<file path="src/core/dec_regs.svh">
// register offsets, field positions, reset values and timing counts
`ifndef DEC_REGS_SVH
`define DEC_REGS_SVH

`define DEC_OFS_ECC_CONTROL 8'h71
`define DEC_OFS_ECC_SHIFT_COUNTER 8'h72
`define DEC_OFS_ECC_STATUS0 8'h73
`define DEC_OFS_ECC_STATUS1 8'h74
`define DEC_OFS_ECC_STATUS2 8'h75
`define DEC_OFS_ECC_STATUS3 8'h76
`define DEC_OFS_FMT_MODE 8'h77

`define DEC_CTL_CORRECT 0
`define DEC_CTL_SHIFT 1
`define DEC_CTL_NOFB 2
`define DEC_CTL_CLEAR 3
`define DEC_CTL_SECT_BR 4
`define DEC_CTL_FMT_RST 5
`define DEC_CTL_REVERSE 7

`define DEC_MODE_FILT_OFF 0
`define DEC_MODE_INT_ACC 1
`define DEC_MODE_INT_LOW 2
`define DEC_MODE_INT_EN 3
`define DEC_MODE_PU_OFF 4
`define DEC_MODE_FIRE 5
`define DEC_MODE_ALT_BR 6

`define DEC_CTL_RESET 8'h20
`define DEC_CTL_KEEP_MASK 8'h20
`define DEC_MODE_RESET 8'h00
`define DEC_CNT_RESET 8'h00

`define DEC_INT_LOW_BASE 8'h40
`define DEC_INT_LOW_LAST 8'h47
`define DEC_INT_HIGH_BASE 8'h60
`define DEC_INT_HIGH_LAST 8'h6F

`define DEC_CORR_MAX_BYTES 9'd256
`define DEC_FILT_CYCLES 2'd2

`endif

</file>
<file path="src/core/dec_pkg.sv">
// types shared by the disk ecc control block
package dec_pkg;

    typedef struct packed {
        logic ale;
        logic rd_n;
        logic wr_n;
        logic index_pin;
        logic sector_pin;
        logic ref_clk;
        logic [7:0] ad;
    } dec_pins_t;

    typedef enum logic [1:0] {
        DEC_IDLE,
        DEC_REVERSE,
        DEC_CORRECT
    } dec_eng_t;

endpackage : dec_pkg

</file>
<file path="src/core/dec_ctrl.sv">
// ecc control, syndrome status and formatter mode logic behind the muxed bus
`timescale 1ns/1ps
`include "dec_regs.svh"
`default_nettype none

module dec_ctrl #(
    parameter logic [55:0] POLY56_FWD = 56'h00_0000_0000_0001,
    parameter logic [55:0] POLY56_REV = 56'h80_0000_0000_0000,
    parameter logic [55:0] POLY32_FWD = 56'h00_0000_0000_0001,
    parameter logic [55:0] POLY32_REV = 56'h00_0000_8000_0000
) (
    input wire logic core_clk,
    input wire logic rst,
    input wire dec_pkg::dec_pins_t pins,
    input wire logic disk_op_active,
    input wire logic data_bit,
    input wire logic data_bit_valid,
    input wire logic cw_ctl_bit3,
    input wire logic int_request,
    output logic [7:0] ad_out,
    output logic ad_oe,
    output logic int_n_out,
    output logic int_n_oe,
    output logic int_pullup_en,
    output logic int_reg_sel,
    output logic fmt_reset,
    output logic nrz_hiz,
    output logic mark_or_sector_pin_hiz,
    output logic branch_start,
    output logic ref_clk_clean,
    output logic invalid_nrz,
    output logic alt_branch_en,
    output logic correctable_found,
    output logic ecc_busy
);

    // ======================================================
    // pin synchronisers
    dec_pkg::dec_pins_t s1_ff, s2_ff, s3_ff, pin_ff, pin_prev_ff;

    always_ff @(posedge core_clk or posedge rst) begin
        if (rst) begin
            s1_ff <= '{ale: 1'b0, rd_n: 1'b1, wr_n: 1'b1, default: '0};
            s2_ff <= '{ale: 1'b0, rd_n: 1'b1, wr_n: 1'b1, default: '0};
            s3_ff <= '{ale: 1'b0, rd_n: 1'b1, wr_n: 1'b1, default: '0};
            pin_ff <= '{ale: 1'b0, rd_n: 1'b1, wr_n: 1'b1, default: '0};
            pin_prev_ff <= '{ale: 1'b0, rd_n: 1'b1, wr_n: 1'b1, default: '0};
        end else begin
            s1_ff <= pins;
            s2_ff <= s1_ff;
            s3_ff <= s2_ff;
            // a bit moves only once stages two and three agree
            pin_ff <= (s2_ff & s3_ff) | (pin_ff & (s2_ff ^ s3_ff));
            pin_prev_ff <= pin_ff;
        end
    end

    // ======================================================
    // functions
    function automatic logic [55:0] ecc_step(input logic [55:0] s, input logic din,
                                             input logic [55:0] poly, input logic fire,
                                             input logic nofb);
        logic fb;
        logic [55:0] sh;
        fb = (fire ? s[31] : s[55]) ^ din;
        sh = {s[54:0], nofb & din};
        if (!nofb && fb) begin
            sh = sh ^ poly;
        end
        if (fire) begin
            sh[55:32] = '0;
        end
        return sh;
    endfunction : ecc_step

    function automatic logic [7:0] stat_byte(input logic [55:0] s, input logic fire, input logic [1:0] k);
        logic [5:0] lo;
        lo = fire ? {1'b0, k, 3'b000} : 6'(6'd24 + {1'b0, k, 3'b000});
        return s[lo +: 8];
    endfunction : stat_byte

    // ======================================================
    // bus cycle decode
    logic [7:0] addr_ff, wdata_ff, ctl_ff, cnt_ff, mode_ff;
    logic wr_stb_ff;
    logic [55:0] syn_ff;
    dec_pkg::dec_eng_t eng_ff;
    logic soft_rst;

    assign soft_rst = ctl_ff[`DEC_CTL_FMT_RST];

    always_ff @(posedge core_clk or posedge rst) begin
        if (rst) begin
            addr_ff <= 8'h00;
            wdata_ff <= 8'h00;
            wr_stb_ff <= 1'b0;
        end else begin
            if (pin_prev_ff.ale && !pin_ff.ale) begin
                addr_ff <= pin_ff.ad;
            end
            if (!pin_ff.wr_n) begin
                wdata_ff <= pin_ff.ad;
            end
            wr_stb_ff <= !pin_prev_ff.wr_n && pin_ff.wr_n;
        end
    end

    logic wr_ctl, wr_cnt, wr_mode;
    assign wr_ctl = wr_stb_ff && addr_ff == `DEC_OFS_ECC_CONTROL;
    assign wr_cnt = wr_stb_ff && addr_ff == `DEC_OFS_ECC_SHIFT_COUNTER && !soft_rst;
    assign wr_mode = wr_stb_ff && addr_ff == `DEC_OFS_FMT_MODE && !soft_rst;

    // ======================================================
    // ecc control register
    logic eng_done, clr_now;

    always_ff @(posedge core_clk or posedge rst) begin
        if (rst) begin
            ctl_ff <= `DEC_CTL_RESET;
        end else if (wr_ctl) begin
            ctl_ff <= wdata_ff;
        end else if (soft_rst) begin
            ctl_ff <= ctl_ff & `DEC_CTL_KEEP_MASK;
        end else begin
            if (eng_done) begin
                ctl_ff[`DEC_CTL_SHIFT] <= 1'b0;
            end
            if (clr_now) begin
                ctl_ff[`DEC_CTL_CLEAR] <= 1'b0;
            end
        end
    end

    assign clr_now = ctl_ff[`DEC_CTL_CLEAR] && !disk_op_active && !soft_rst;

    // ======================================================
    // mode register
    always_ff @(posedge core_clk or posedge rst) begin
        if (rst) begin
            mode_ff <= `DEC_MODE_RESET;
        end else if (soft_rst) begin
            mode_ff <= `DEC_MODE_RESET;
        end else if (wr_mode) begin
            mode_ff <= wdata_ff;
        end
    end

    // ======================================================
    // ecc engine
    logic fire;
    logic [2:0] bit_cnt_ff;
    logic [8:0] bytes_ff;
    logic [55:0] fwd_poly, rev_poly, syn_next;
    logic byte_end, hit;

    assign fire = mode_ff[`DEC_MODE_FIRE];
    assign fwd_poly = fire ? POLY32_FWD : POLY56_FWD;
    assign rev_poly = fire ? POLY32_REV : POLY56_REV;
    assign byte_end = bit_cnt_ff == 3'd7;
    assign syn_next = ecc_step(syn_ff, 1'b0, ctl_ff[`DEC_CTL_REVERSE] ? rev_poly : fwd_poly, fire,
                               ctl_ff[`DEC_CTL_NOFB]);
    // error confined to the low byte once shifted to a byte boundary
    assign hit = (fire ? syn_next[31:8] == 24'h0 : syn_next[55:8] == 48'h0) && syn_next[7:0] != 8'h00;
    assign eng_done = (eng_ff == dec_pkg::DEC_REVERSE && byte_end)
                   || (eng_ff == dec_pkg::DEC_CORRECT && byte_end
                       && (hit || bytes_ff == `DEC_CORR_MAX_BYTES - 9'd1));

    always_ff @(posedge core_clk or posedge rst) begin
        if (rst) begin
            eng_ff <= dec_pkg::DEC_IDLE;
            bit_cnt_ff <= 3'd0;
            bytes_ff <= 9'd0;
        end else if (soft_rst) begin
            eng_ff <= dec_pkg::DEC_IDLE;
            bit_cnt_ff <= 3'd0;
            bytes_ff <= 9'd0;
        end else begin
            case (eng_ff)
                dec_pkg::DEC_IDLE: begin
                    bit_cnt_ff <= 3'd0;
                    bytes_ff <= 9'd0;
                    if (ctl_ff[`DEC_CTL_SHIFT]) begin
                        eng_ff <= ctl_ff[`DEC_CTL_CORRECT] ? dec_pkg::DEC_CORRECT : dec_pkg::DEC_REVERSE;
                    end
                end
                dec_pkg::DEC_REVERSE, dec_pkg::DEC_CORRECT: begin
                    bit_cnt_ff <= 3'(bit_cnt_ff + 3'd1);
                    if (byte_end) begin
                        bytes_ff <= 9'(bytes_ff + 9'd1);
                    end
                    if (eng_done) begin
                        eng_ff <= dec_pkg::DEC_IDLE;
                    end
                end
                default: eng_ff <= dec_pkg::DEC_IDLE;
            endcase
        end
    end

    // syndrome register
    always_ff @(posedge core_clk or posedge rst) begin
        if (rst) begin
            syn_ff <= '1;
        end else if (soft_rst) begin
            syn_ff <= '1;
        end else if (clr_now) begin
            syn_ff <= fire ? 56'h0 : '1;
        end else if (eng_ff == dec_pkg::DEC_REVERSE) begin
            syn_ff <= ecc_step(syn_ff, cnt_ff[7], fwd_poly, fire, ctl_ff[`DEC_CTL_NOFB]);
        end else if (eng_ff == dec_pkg::DEC_CORRECT) begin
            syn_ff <= syn_next;
        end else if (data_bit_valid) begin
            syn_ff <= ecc_step(syn_ff, data_bit, fwd_poly, fire, ctl_ff[`DEC_CTL_NOFB]);
        end
    end

    // correction shift register / counter
    always_ff @(posedge core_clk or posedge rst) begin
        if (rst) begin
            cnt_ff <= `DEC_CNT_RESET;
        end else if (soft_rst) begin
            cnt_ff <= `DEC_CNT_RESET;
        end else if (eng_ff == dec_pkg::DEC_REVERSE) begin
            cnt_ff <= {cnt_ff[6:0], 1'b0};
        end else if (eng_ff == dec_pkg::DEC_CORRECT) begin
            if (byte_end && !hit) begin
                cnt_ff <= 8'(cnt_ff + 8'd1);
            end
        end else if (wr_cnt) begin
            cnt_ff <= wdata_ff;
        end
    end

    always_ff @(posedge core_clk or posedge rst) begin
        if (rst) begin
            correctable_found <= 1'b0;
            ecc_busy <= 1'b0;
        end else begin
            if (soft_rst || (eng_ff == dec_pkg::DEC_IDLE && ctl_ff[`DEC_CTL_SHIFT])) begin
                correctable_found <= 1'b0;
            end else if (eng_ff == dec_pkg::DEC_CORRECT && byte_end && hit) begin
                correctable_found <= 1'b1;
            end
            // busy from the start cycle so all eight shifts are covered
            ecc_busy <= (eng_ff != dec_pkg::DEC_IDLE && !eng_done)
                        || (eng_ff == dec_pkg::DEC_IDLE && ctl_ff[`DEC_CTL_SHIFT] && !soft_rst);
        end
    end

    // ======================================================
    // read path
    logic [7:0] rdata;
    logic int_hit;

    always_comb begin
        case (addr_ff)
            `DEC_OFS_ECC_CONTROL: rdata = ctl_ff;
            `DEC_OFS_ECC_SHIFT_COUNTER: rdata = cnt_ff;
            `DEC_OFS_ECC_STATUS0: rdata = stat_byte(syn_ff, fire, 2'd0);
            `DEC_OFS_ECC_STATUS1: rdata = stat_byte(syn_ff, fire, 2'd1);
            `DEC_OFS_ECC_STATUS2: rdata = stat_byte(syn_ff, fire, 2'd2);
            `DEC_OFS_ECC_STATUS3: rdata = stat_byte(syn_ff, fire, 2'd3);
            `DEC_OFS_FMT_MODE: rdata = mode_ff;
            default: rdata = 8'h00;
        endcase
    end

    assign int_hit = mode_ff[`DEC_MODE_INT_ACC] && (mode_ff[`DEC_MODE_INT_LOW]
        ? (addr_ff >= `DEC_INT_LOW_BASE && addr_ff <= `DEC_INT_LOW_LAST)
        : (addr_ff >= `DEC_INT_HIGH_BASE && addr_ff <= `DEC_INT_HIGH_LAST));

    always_ff @(posedge core_clk or posedge rst) begin
        if (rst) begin
            ad_out <= 8'h00;
            ad_oe <= 1'b0;
            int_reg_sel <= 1'b0;
        end else begin
            ad_out <= rdata;
            // own registers only; the interrupt block drives its own reads
            ad_oe <= !pin_ff.rd_n && !soft_rst && addr_ff >= `DEC_OFS_ECC_CONTROL
                     && addr_ff <= `DEC_OFS_FMT_MODE;
            int_reg_sel <= int_hit && !soft_rst;
        end
    end

    // ======================================================
    // interrupt pin, reset outputs, branch and filter
    logic [1:0] filt_cnt_ff;

    always_ff @(posedge core_clk or posedge rst) begin
        if (rst) begin
            int_n_out <= 1'b1;
            int_n_oe <= 1'b0;
            int_pullup_en <= 1'b1;
            fmt_reset <= 1'b1;
            nrz_hiz <= 1'b1;
            mark_or_sector_pin_hiz <= 1'b1;
        end else begin
            int_n_out <= 1'b0;
            // pin only pulls low; the high level comes from the pull-up or the shared line
            int_n_oe <= mode_ff[`DEC_MODE_INT_EN] && int_request && !soft_rst;
            int_pullup_en <= !mode_ff[`DEC_MODE_PU_OFF];
            fmt_reset <= soft_rst;
            nrz_hiz <= soft_rst;
            mark_or_sector_pin_hiz <= soft_rst;
        end
    end

    always_ff @(posedge core_clk or posedge rst) begin
        if (rst) begin
            branch_start <= 1'b0;
            invalid_nrz <= 1'b0;
            alt_branch_en <= 1'b0;
        end else begin
            branch_start <= !soft_rst && ((pin_ff.index_pin && !pin_prev_ff.index_pin)
                || (ctl_ff[`DEC_CTL_SECT_BR] && pin_ff.sector_pin && !pin_prev_ff.sector_pin));
            invalid_nrz <= !mode_ff[`DEC_MODE_ALT_BR] && cw_ctl_bit3 && !soft_rst;
            alt_branch_en <= mode_ff[`DEC_MODE_ALT_BR] && cw_ctl_bit3 && !soft_rst;
        end
    end

    always_ff @(posedge core_clk or posedge rst) begin
        if (rst) begin
            filt_cnt_ff <= 2'd0;
            ref_clk_clean <= 1'b0;
        end else if (mode_ff[`DEC_MODE_FILT_OFF]) begin
            filt_cnt_ff <= 2'd0;
            ref_clk_clean <= pin_ff.ref_clk;
        end else if (pin_ff.ref_clk == ref_clk_clean) begin
            filt_cnt_ff <= 2'd0;
        end else if (filt_cnt_ff == `DEC_FILT_CYCLES) begin
            filt_cnt_ff <= 2'd0;
            ref_clk_clean <= pin_ff.ref_clk;
        end else if (pin_ff.ref_clk == pin_prev_ff.ref_clk) begin
            filt_cnt_ff <= 2'(filt_cnt_ff + 2'd1);
        end else begin
            filt_cnt_ff <= 2'd0;
        end
    end

    // ======================================================
    // checks
    a_soft_rst_hiz: assert property (@(posedge core_clk) disable iff (rst)
        soft_rst |=> nrz_hiz && mark_or_sector_pin_hiz && !ad_oe)
        else $error("software reset left a pin driven");
    a_rst_holds: assert property (@(posedge core_clk) disable iff (rst)
        soft_rst && !wr_ctl |=> soft_rst)
        else $error("formatter reset released without a write");
    a_status_set: assert property (@(posedge core_clk) disable iff (rst)
        soft_rst |=> syn_ff == '1)
        else $error("status not set during formatter reset");
    a_clear_defer: assert property (@(posedge core_clk) disable iff (rst)
        ctl_ff[`DEC_CTL_CLEAR] && disk_op_active && !wr_ctl |=> ctl_ff[`DEC_CTL_CLEAR])
        else $error("clear taken during disk operation");
    a_rev_len: assert property (@(posedge core_clk) disable iff (rst)
        eng_ff == dec_pkg::DEC_IDLE ##1 eng_ff == dec_pkg::DEC_REVERSE |-> ##7 eng_done)
        else $error("reversal did not take eight shifts");
    a_corr_limit: assert property (@(posedge core_clk) disable iff (rst)
        eng_ff == dec_pkg::DEC_CORRECT |-> bytes_ff < `DEC_CORR_MAX_BYTES)
        else $error("correction ran past 256 bytes");
    a_int_gate: assert property (@(posedge core_clk) disable iff (rst)
        !mode_ff[`DEC_MODE_INT_EN] |=> !int_n_oe)
        else $error("interrupt driven while disabled");
    a_no_decode: assert property (@(posedge core_clk) disable iff (rst)
        !$past(mode_ff[`DEC_MODE_INT_ACC]) |-> !int_reg_sel)
        else $error("interrupt range decoded while access off");
    a_sect_branch: assert property (@(posedge core_clk) disable iff (rst)
        branch_start && !$past(pin_ff.index_pin && !pin_prev_ff.index_pin)
        |-> $past(ctl_ff[`DEC_CTL_SECT_BR]))
        else $error("sector branch without enable");
    a_fire_preset: assert property (@(posedge core_clk) disable iff (rst)
        clr_now && fire |=> syn_ff == 56'h0)
        else $error("fire code preset not zero");

endmodule : dec_ctrl

`default_nettype wire

</file>
<file path="config.mk">
export PLATFORM = sky130hd
export DESIGN_NAME = dec_ctrl
export DESIGN_NICKNAME = d
export VERILOG_FILES = /design/src/core/dec_pkg.sv /design/src/core/dec_ctrl.sv
export VERILOG_INCLUDE_DIRS = /design/src /design/src/core
export SDC_FILE = /design/constraint.sdc
export NUM_CORES = 1
export LEC_CHECK = 0
export ABC_CLOCK_PERIOD_IN_PS = 5850
export BUFFER_PORTS_ARGS = -buffer_cell sky130_fd_sc_hd__buf_2
export CAP_MARGIN = 25
export CORE_UTILIZATION = 50
export DETAILED_ROUTE_END_ITERATION = 8
export HOLD_SLACK_MARGIN = 0.05
export PLACE_DENSITY = 0.67
export SYNTH_ARGS = -nofsm -noshare
export SYNTH_HDL_FRONTEND = slang
export SYNTH_SLANG_ARGS = --single-unit
</file>
<file path="constraint.sdc">
create_clock -name core_clk -period 5.85 [get_ports core_clk]
set_input_delay 0.2925 -clock core_clk [delete_from_list [all_inputs] [get_ports core_clk]]
set_output_delay 0.2925 -clock core_clk [all_outputs]
set_load 0.02 [all_outputs]
</file>
# After elaboration in Yosys (flattened, before gate mapping)

Index checks and enable logic that the tools add are counted.

Add/subtract/negate cells: 4
Equal/unequal tests: 19
Mux-type cells: 55
Bitwise logic cells: 11
Multipliers: 0
$lt $le $gt $ge: 6
Shift operators: 4
Reductions and logical operators: 74
Divide/modulo/power cells: 0

Operator list:

| cell                                                                                 | count |
|---|---|
| 56-bit two-way mux                                                                   | 9 |
| 56-bit by 7-bit variable part select with 8-bit output                               | 3 |
| 24-bit two-way mux                                                                   | 3 |
| 8-bit two-way mux                                                                    | 8 |
| 8-bit by 7-bit == test with 1-bit output (second input constant)                     | 7 |
| 8-bit one-hot mux with 7 select lines                                                | 1 |
| 56-bit by 6-bit variable part select with 8-bit output                               | 1 |
| 56-bit bitwise XOR                                                                   | 1 |
| 48-bit zero test                                                                     | 1 |
| 1-bit logical AND                                                                    | 38 |
| 14-bit AND                                                                           | 2 |
| 8-bit by 7-bit greater-or-equal comparator with 1-bit output (second input constant) | 3 |
| 8-bit by 7-bit less-or-equal comparator with 1-bit output (second input constant)    | 3 |
| 24-bit zero test                                                                     | 1 |
| 6-bit two-way mux                                                                    | 3 |
| 9-bit two-way mux                                                                    | 2 |
| 9-bit one-hot mux with 2 select lines                                                | 1 |
| 2-bit two-way mux                                                                    | 8 |
| 1-bit two-way mux                                                                    | 15 |
| 14-bit OR                                                                            | 1 |
| 14-bit bitwise XOR                                                                   | 1 |
| 1-bit zero test                                                                      | 12 |
| 2-bit nonzero test                                                                   | 5 |
| 9-bit by 1-bit adder with 9-bit output (second input constant)                       | 1 |
| 27 further kinds                                                                     | 43 |

Output and inout port bits: 22
Bits of input ports: 21
Bits in latches: 0
Memory bits (read-only): 0
RAM bits: 0
Memories: 0
Register bits: 194
Logic and storage cells: 233

# Depth between registers and ports, before layout

Gate-level depths: netlist of run 1.

Word-level depth: 14
Depth in mapped cells: 10
Depth with buffers taken out: 9

# Least setup slack after synthesis of run 1

No wires, ideal clock.

Path kind: reg-to-reg
Start: register eng_ff[1]
End: register cnt_ff[1]
Setup time: 128 ps
Stages on the path, launching flop included: 10
Setup slack: 3592 ps
Data arrival time: 2131 ps
Buffers on the path: 2
Clock period less this slack: 2258 ps
Required time: 5722 ps
Cells stage by stage: dfrtp_1 inv_1 ha_1 clkbuf_1 or2_2 a41oi_1 o21ba_2 o31a_1 buf_2 mux2_1

Cells in the longest elaborated chain, start to end: 4
Elaborated cells on any way between the ends: 8
Those cells by class: eq/ne: 3; mux: 3; reduce/logical: 2

RTL lines:

| element                | RTL line        | source |
|---|---|---|
| from (decl)            | dec_ctrl.sv:87  | `dec_pkg::dec_eng_t eng_ff;` |
| from (signal assigned) | dec_ctrl.sv:170 | `eng_ff <= dec_pkg::DEC_IDLE;` |
| from (signal assigned) | dec_ctrl.sv:174 | `eng_ff <= dec_pkg::DEC_IDLE;` |
| from (signal assigned) | dec_ctrl.sv:183 | `` eng_ff <= ctl_ff[`DEC_CTL_CORRECT] ? dec_pkg::DEC_CORRECT : dec_pkg::DEC_REVERSE; `` |
| 2-bit == test          | dec_ctrl.sv:225 | `end else if (eng_ff == dec_pkg::DEC_CORRECT) begin` |
| 8-bit two-way mux      | dec_ctrl.sv:225 |  |
| 8-bit two-way mux      | dec_ctrl.sv:223 | `end else if (eng_ff == dec_pkg::DEC_REVERSE) begin` |
| 8-bit two-way mux      | dec_ctrl.sv:221 | `end else if (soft_rst) begin` |
| to (signal assigned)   | dec_ctrl.sv:222 | `` cnt_ff <= `DEC_CNT_RESET; `` |
| to (signal assigned)   | dec_ctrl.sv:224 | `cnt_ff <= {cnt_ff[6:0], 1'b0};` |
| to (signal assigned)   | dec_ctrl.sv:227 | `cnt_ff <= 8'(cnt_ff + 8'd1);` |
| to (decl)              | dec_ctrl.sv:84  | `logic [7:0] addr_ff, wdata_ff, ctl_ff, cnt_ff, mode_ff;` |

Several ways; a longest one is shown, not always the timed one.
A chain may end at the register's enable or synchronous reset.

# Worst setup path after layout of run 1

Start: register ctl_ff[5]
End: register syn_ff[38]

Cells in the longest elaborated chain, start to end: 4
Elaborated cells on any way between the ends: 5
Those cells by class: mux: 2; reduce/logical: 3

RTL lines:

| element                | RTL line        | source |
|---|---|---|
| from (decl)            | dec_ctrl.sv:84  |  |
| from (signal assigned) | dec_ctrl.sv:119 | `` ctl_ff <= `DEC_CTL_RESET; `` |
| from (signal assigned) | dec_ctrl.sv:121 | `ctl_ff <= wdata_ff;` |
| from (signal assigned) | dec_ctrl.sv:123 | `` ctl_ff <= ctl_ff & `DEC_CTL_KEEP_MASK; `` |
| 1-bit zero test        | dec_ctrl.sv:134 | `` assign clr_now = ctl_ff[`DEC_CTL_CLEAR] && !disk_op_active && !soft_rst; `` |
| 1-bit logical AND      | dec_ctrl.sv:134 |  |
| 56-bit two-way mux     | dec_ctrl.sv:206 | `end else if (clr_now) begin` |
| 56-bit two-way mux     | dec_ctrl.sv:204 | `end else if (soft_rst) begin` |
| to (signal assigned)   | dec_ctrl.sv:207 | `syn_ff <= fire ? 56'h0 : '1;` |
| to (signal assigned)   | dec_ctrl.sv:209 | `` syn_ff <= ecc_step(syn_ff, cnt_ff[7], fwd_poly, fire, ctl_ff[`DEC_CTL_NOFB]); `` |
| to (signal assigned)   | dec_ctrl.sv:211 | `syn_ff <= syn_next;` |
| to (decl)              | dec_ctrl.sv:86  | `logic [55:0] syn_ff;` |

Several ways; a longest one is shown, not always the timed one.

==> run metrics, run 1 <==
outcome finished, final reports clean; Seq cells post-synth between 150 and 200; fin crit period 3.23 ns; initial core utilization 51.8%; Clock Sinks slightly below 200; worst-path cell chain or3b_2, nand3_2, buf_4, o21ai_0, nor2_2, buf_4, a21oi_1; Die Span Y 134 µm; commonest non-fill, non-tap cell in the layout dfrtp_1; Seq pwr share between 40% and 50%; register area share after synthesis 56.7%; PnR Total Power between 0.004 and 0.005 W; layout cells sized above 1 22.4%; EDFF count, synth 0; CTS max path bufs 2; Placed Area between 0.009 and 0.01 mm²; sw frac 33.8%; DRT iter0 DRCs between 600 and 700; Worst Hold Class in2reg; first-pass GRT wire length 31.4 mm; final core utilization 58.4%; startpoint types register; die area about 0.018 mm²; Tcrit/Tclk final 55.1%; CTS tree built; Ys Warns 0; Comb pwr share 21.5%; fill cell count 1416; share of total power in the clock network between 20 and 30%; slowest stage delay, CP 0.87 ns; fraction of registers with async set/reset 100%; RSZ-0062 raised after global routing no; die width 134 µm; CTS Buf Count 17; total power per unit cell area 422 mW/mm²; Overall Global Routing Usage 22.2%; clock root buffer clkbuf_16; Reg clk slew, reported paths about 0.07 ns; Vias about 6.2k; Multi-input gate area 0.00353 mm²; Routed WL 18.7 mm; crit-path most repeated cell buf_4; largest net degree at the start of global routing 142; most frequent cells in the layout dfrtp_1 (125), nor2_1 (102), a21oi_1 (82); design area 0.00982 mm²; nets 874; Slew Limit Headroom 33.5%; cell area after synthesis around 0.0087 mm²; FMAX 310 MHz; port bufs 42; DP Wirelength about 12 mm; Setup-failing EPs final 0; global route overflow 0; Hold WS 0.119 ns; drt first pass iters 9; Peak VDD IR 259 µV; Final Max Slew Viols 0; top fanout value on the critical path 58; Area Overhead vs Synth 12.7%; DR DRC count 0; antenna viol nets, final 0; H-tree depth 4; Seq. cell area 0.00494 mm²; Static Leak 4.42 nW; vias in the first global route roughly 6.2k; Core Rows 47; number of post-CTS setup repair buffers 0; Worst Clk Skew just over 0.009 ns; kind of critical path reg2reg; # IOs 43; CP Data Required Time 6.19 ns; Syn Inst Count 793; Synth cell types 63; Mapped Nets 837; routed vias/inst 5.88; Slew @ Worst Pin 0.994 ns; Worst-Skew Late Latency between 0.4 and 0.5 ns; ys flop type dfrtp_1; initial antenna violation count 0; worst path arrival time approximately 3.6 ns; Placer Congestion 0.874; max-cap viol count 0; internal power 0.00274 W; CP Capture Type register; total negative slack 0 ns; DR WL/cell 17.6 µm; switching power 0.00140 W; CP max-delay cell or3b_2; Avg Synthesized Cell Area 11.0 µm²; Core Area 0.0168 mm²; antenna fix cells 0; final hold viol count 0
==> per-stage QoR <==
stage / instances / setup WS, ns
2_1_floorplan: 793 / 0.388
5_1_grt: 1063 / 2.35
3_5_place_dp: 1015 / 2.66
3_3_place_gp: 1015 / 2.73
6_report: 1063 / 2.62
4_1_cts: 1061 / 2.67
==> cell type report <==
cell class / count / area share (%)
clock inverter: 13 / 1.62
inverter: 9 / 0.420
clock buffer: 19 / 4.51
timing repair buffer: 64 / 4.41
multi-input combinational: 544 / 36.0
sequential: 194 / 50.3
tap: 220 / 2.80
==> synthesized netlist by cell type, types with 6 or more instances <==
| cell type | n | area share [%] |
|---|---|---|
| a221oi_1 | 8 | 0.80 |
| a21oi_1 | 82 | 4.7 |
| nor4_1 | 11 | 0.79 |
| nand3b_1 | 8 | 0.69 |
| xnor2_1 | 6 | 0.60 |
| dfstp_2 | 69 | 21 |
| clkbuf_1 | 25 | 1.1 |
| nor2_1 | 103 | 4.4 |
| nand3_1 | 20 | 1.1 |
| nand2b_1 | 29 | 2.1 |
| a21o_1 | 16 | 1.4 |
| nand2_1 | 81 | 3.5 |
| mux2_2 | 25 | 3.2 |
| o21ai_0 | 15 | 0.86 |
| buf_2 | 12 | 0.69 |
| a222oi_1 | 8 | 0.92 |
| o31ai_1 | 11 | 0.95 |
| inv_1 | 9 | 0.39 |
| mux2_1 | 6 | 0.78 |
| nor3_1 | 11 | 0.63 |
| ha_1 | 23 | 3.3 |
| dfrtp_1 | 125 | 36 |
==> worst max-delay path: cells and delay by family, from the launching register on <==
kind            cells  cell delay, ns
buf+inv             2            1.00
simple gates        3            1.12
compound gates      2            0.36
flops               1            0.61
==> power groups by stage <==
stage | registers [W] | logic [W] | clock network (W)
finish | 0.00206 | 0.000891 | 0.00119
global route | 0.00210 | 0.00100 | 0.00126
CTS | 0.00206 | 0.000886 | 0.00121
detailed placement | 0.00207 | 0.000878 | 0
global placement | 0.00206 | 0.000835 | 0
floorplan | 0.00194 | 0.000738 | 0
==> worst paths after layout <==
kind / start / end / slack [ns] / cells past startpoint
max: ctl_ff[5]$_DFFE_PP1P_ / syn_ff[38]$_DFFE_PP1P_ / 2.62 / 7
min: int_request / int_n_oe$_DFF_PP0_ / 0.12 / 2
max reg2reg: ctl_ff[5]$_DFFE_PP1P_ / syn_ff[38]$_DFFE_PP1P_ / 2.62 / 7
min reg2reg: s1_ff[6]$_DFF_PP0_ / s2_ff[6]$_DFF_PP0_ / 0.35 / 0
max in group asynchronous: rst / correctable_found$_DFFE_PP0P_ / 4.70 / 4
min in group asynchronous: rst / syn_ff[10]$_DFFE_PP1P_ / 0.49 / 3
==> layer usage <==
| metal | vias to the layer above | global-route usage (%) | wire length [µm] |
|---|---|---|---|
| met5 | - | 0 | 0 |
| met2 | 211 | 35.4 | 9030 |
| li1 | 2883 | - | - |
| met4 | 0 | 8.61 | 259 |
| met3 | 24 | 3.78 | 969 |
| met1 | 3128 | 30.5 | 8430 |
==> cell families (layout without fill, tap and decap cells) <==
group	after synthesis	after routing	synth area share [%]
compound gates	166	166	12.2
xor+xnor	12	12	1.42
fa+ha+maj	23	23	3.30
buf+inv	55	105	2.88
flops	194	194	56.7
mux	44	44	6.86
other cells	1	1	0.0430
simple gates	298	298	16.6
==> timing repair <==
action | CTS | global route
endpoints found under the hold margin | 14 | 9
resized for setup | 0 | 0
hold buffers | 14 | 1
==> flip-flops by register name, summed over array words and instances (netlist names), 9 cells and up <==
signal / cells
bytes_ff: 9
s2_ff: 14
syn_ff: 56
pin_ff: 14
s1_ff: 14
s3_ff: 14
Power figures use the tool's default switching activity.
==> inputs of run 2 (changes only) <==
Settings changed: ABC_AREA set to 1, ABC_CLOCK_PERIOD_IN_PS 5850 to 2900.
Clock period 5.85 ns to 2.9 ns, I/O delays scaled along.
==> run 2 against run 1 <==
  * Total power increased by 110%
  * Sequential cell count unchanged
  * Via count increased by 11%
  * Global-route usage increased by 1.4 points
  * Critical path depth increased by 6
  * Synthesized cell count increased by 26%
  * Hold slack improved by 0.032 ns
  * Fmax increased by 36%
  * Combinational power increased to 2.6 times the previous value
  * Count of clock-buffer cells in the layout decreased by 2
  * Register-to-register slack got worse by 2.1 ns
  * Utilization increased by 0.49 points
  * Critical path type unchanged
  * Largest power group unchanged
==> run metrics, run 2 <==
Ys Warns 0 (unchanged); startpoint types register; DRT iter0 DRCs 612 (-6.0%); Slew @ Worst Pin 0.621 ns (-0.373 ns); Tcrit/Tclk final 81.5% (+26 points); Avg Synthesized Cell Area 9.02 µm² (-18%); Core Rows 48 (+2.1%); Most flops, register syn_ff; FF-to-FF setup slack 0.54 ns (-2.09 ns); Clock Sinks 194 (unchanged); most common cell in the synthesized netlist nand2_1; post-CTS sizing 0 (unchanged); EDFF count, synth 0 (unchanged); Syn Inst Count 998 (+26%); clock root buffer clkbuf_16; Worst Clk Skew 0.0123 ns (+0.00305 ns); DP Wirelength 13.9 mm (+15%); total power per unit cell area 856 mW/mm² (+100%); worst path arrival time 2.74 ns (-0.82 ns); FF-to-FF End cnt_ff[3]$_DFFE_PP0P_; CP Data Required Time 3.28 ns (-2.91 ns); met2 Use GR 36.0% (+0.61 points); largest net degree at the start of global routing 57 (-60%); Routed WL 20.2 mm (+7.9%); Mapped Nets 1042 (+24%); # IOs 43 (unchanged); post-synth top area cell dfrtp_1; Seq pwr share 46.3% (-3.5 points); first-pass GRT wire length 33.6 mm (+7.0%); Peak VDD IR 532 µV (+110%); total negative slack 0 ns (unchanged); final core utilization 58.9% (+0.49 points); register area share after synthesis 54.9% (-1.8 points); Placer Congestion 0.881 (+0.85%); Vias 6944 (+11%); fin crit period 2.36 ns (-0.862 ns); DR DRC count 0 (unchanged); global route overflow 0 (unchanged); port bufs 42 (unchanged); top post-synthesis cells by count nand2_1 (248), inv_1 (133), dfrtp_1 (125); die width 136 µm (+1.6%); sw frac 36.4% (+2.6 points); M3 GR Usage 4.55% (+0.77 points); R2R cell count 13 (+6); design area 0.0103 mm² (+4.4%); met1 GRT Util 33.5% (+3.0 points); fraction of registers with async set/reset 100% (unchanged); Area Overhead vs Synth 14.0%; share of total power in the clock network 27.7% (-1.0 points); ys flop type dfrtp_1; antenna viol nets, final 0 (unchanged); FMAX 423 MHz (+36%); initial antenna violation count 0 (unchanged); antenna fix cells 0 (unchanged); most frequent cells in the layout nand2_1 (248), inv_1 (132), dfrtp_1 (125); DR WL/cell 15.6 µm (-11%); CP Capture Type register; Overall Global Routing Usage 23.6% (+1.4 points); top-area cell type share of the netlist area 34.8% (-1.1 points); switching power 0.00320 W (+130%); Worst-Skew Late Latency 0.45 ns (about the same); vias in the first global route 6535 (+5.6%); Synth cell types 49 (-22%); Placed Area 0.00944 mm² (+4.4%); nets 1095 (+25%); layout cells sized above 1 18.0% (-4.4 points); number of post-CTS setup repair buffers 0 (unchanged); Area contributors post-synth dfrtp_1 (35%), dfstp_2 (20%), nand2_1 (10%); initial core utilization 51.7% (-0.17 points); Static Leak 5.40 nW (+22%); RSZ-0062 raised after global routing no; max reg flops 56 (unchanged); Worst R2R Start mode_ff[5]$_DFFE_PP0P_; CTS Buf Count 17 (unchanged); Hold WS 0.151 ns (+0.0316 ns); final hold viol count 0 (unchanged); Slew Limit Headroom 58.6% (+25 points); Die Span Y 136 µm (+1.6%); PnR Total Power 0.00878 W (+110%); Worst Hold Class in2async; die area 0.0185 mm² (+3.2%); CTS max path bufs 2 (unchanged); max-cap viol count 0 (unchanged); internal power 0.00558 W (+100%); Seq cells post-synth 194 (unchanged); commonest non-fill, non-tap cell in the layout nand2_1; Top Usage Layer GRT met2; cell area after synthesis 0.00900 mm² (+3.2%); Setup-failing EPs final 0 (unchanged); Comb pwr share 26.0% (+4.5 points); Core Area 0.0174 mm² (+3.6%); top fanout value on the critical path 30 (-48%); CTS tree built; Reg clk slew, reported paths 0.08 ns (about the same); kind of critical path reg2reg; outcome finished, final reports clean; Final Max Slew Viols 0 (unchanged); routed vias/inst 5.39 (-8.3%); H-tree depth 4 (unchanged); drt first pass iters 5 (-4)
## run 2: changes by cell type in the layout (fill, tap and decap cells not counted), sizes merged, moves of 9 or more
cell / change
nand3: +47
nand2b: -29
o22ai: +13
nor4: -9
a21oi: -59
inv: +129
nand2: +181
mux2: -30
o21ai: +41
nor2: -46
a22oi: +58
## run 2: worst max-delay path, cell delays in order (launching register included)
cell	delay [ns]
dfrtp_1	0.54
inv_2	0.30
buf_4	0.27
o21ai_0	0.10
nand2_1	0.08
nor2_1	0.12
nand3_1	0.11
nor2_1	0.19
nand2_1	0.09
nand2_1	0.07
nand2_2	0.14
nand2_4	0.15
nand2_1	0.07
nand2_1	0.06
## run 2: repair_timing
action,4_1_cts,5_1_grt
endpoints found under the hold margin,44,0
setup endpoints to repair,0,0
hold buffers,17,0
## run 2: metrics by stage
step,cells,setup WS (ns)
final,1289,0.537
after global routing,1289,0.318
after CTS,1288,0.571
after detailed placement,1239,0.594
after global placement,1239,0.685
after floorplan,998,0.307
## run 2: power groups by stage
stage	combinational, W	sequential (W)	clock [W]
global route	0.00261	0.00414	0.00259
global placement	0.00221	0.00409	0
finish	0.00228	0.00407	0.00244
detailed placement	0.00225	0.00410	0
CTS	0.00228	0.00406	0.00250
floorplan	0.00175	0.00394	0
## run 2: cell type report
type | instances | area (µm²)
flip-flops and latches | 194 | 4940
clock inverters | 15 | 203
repair buffers | 72 | 541
multi-input cells | 625 | 3330
inverters | 141 | 536
fillers | 1526 | 7160
well taps | 225 | 282
clock buffers | 17 | 425
## run 2: how the worst max path moves through the flow
stage,slack [ns],cells after the start,startpoint,endpoint
CTS,0.57,13,mode_ff[5]$_DFFE_PP0P_,cnt_ff[3]$_DFFE_PP0P_
global route,0.32,12,mode_ff[5]$_DFFE_PP0P_,eng_ff[0]$_DFFE_PP0P_
detailed placement,0.59,13,mode_ff[5]$_DFFE_PP0P_,cnt_ff[3]$_DFFE_PP0P_
finish,0.54,13,mode_ff[5]$_DFFE_PP0P_,cnt_ff[3]$_DFFE_PP0P_
global placement,0.69,7,eng_ff[1]$_DFFE_PP0P_,syn_ff[38]$_DFFE_PP1P_
floorplan,0.31,1,rst,ad_oe$_DFF_PP0_
## run 2: cells by family after synthesis
family	Yosys count	share of synthesized area, %
AO/OA/AOI/OAI	187	13.4
XOR/XNOR	5	0.487
adder cells (fa/ha/maj)	23	3.20
buffers and inverters	179	8.27
flip-flops	194	54.9
multiplexers	1	0.125
other	1	0.0417
AND/OR/NAND/NOR	408	19.5
## run 2: layer usage
metal / share of wire, % / vias up / routed length, µm
met5: 0 / - / 0
met1: 47 / 3358 / 9470
li1: - / 3359 / -
met2: 46 / 194 / 9220
met4: 2.2 / 0 / 442
met3: 5.1 / 33 / 1030
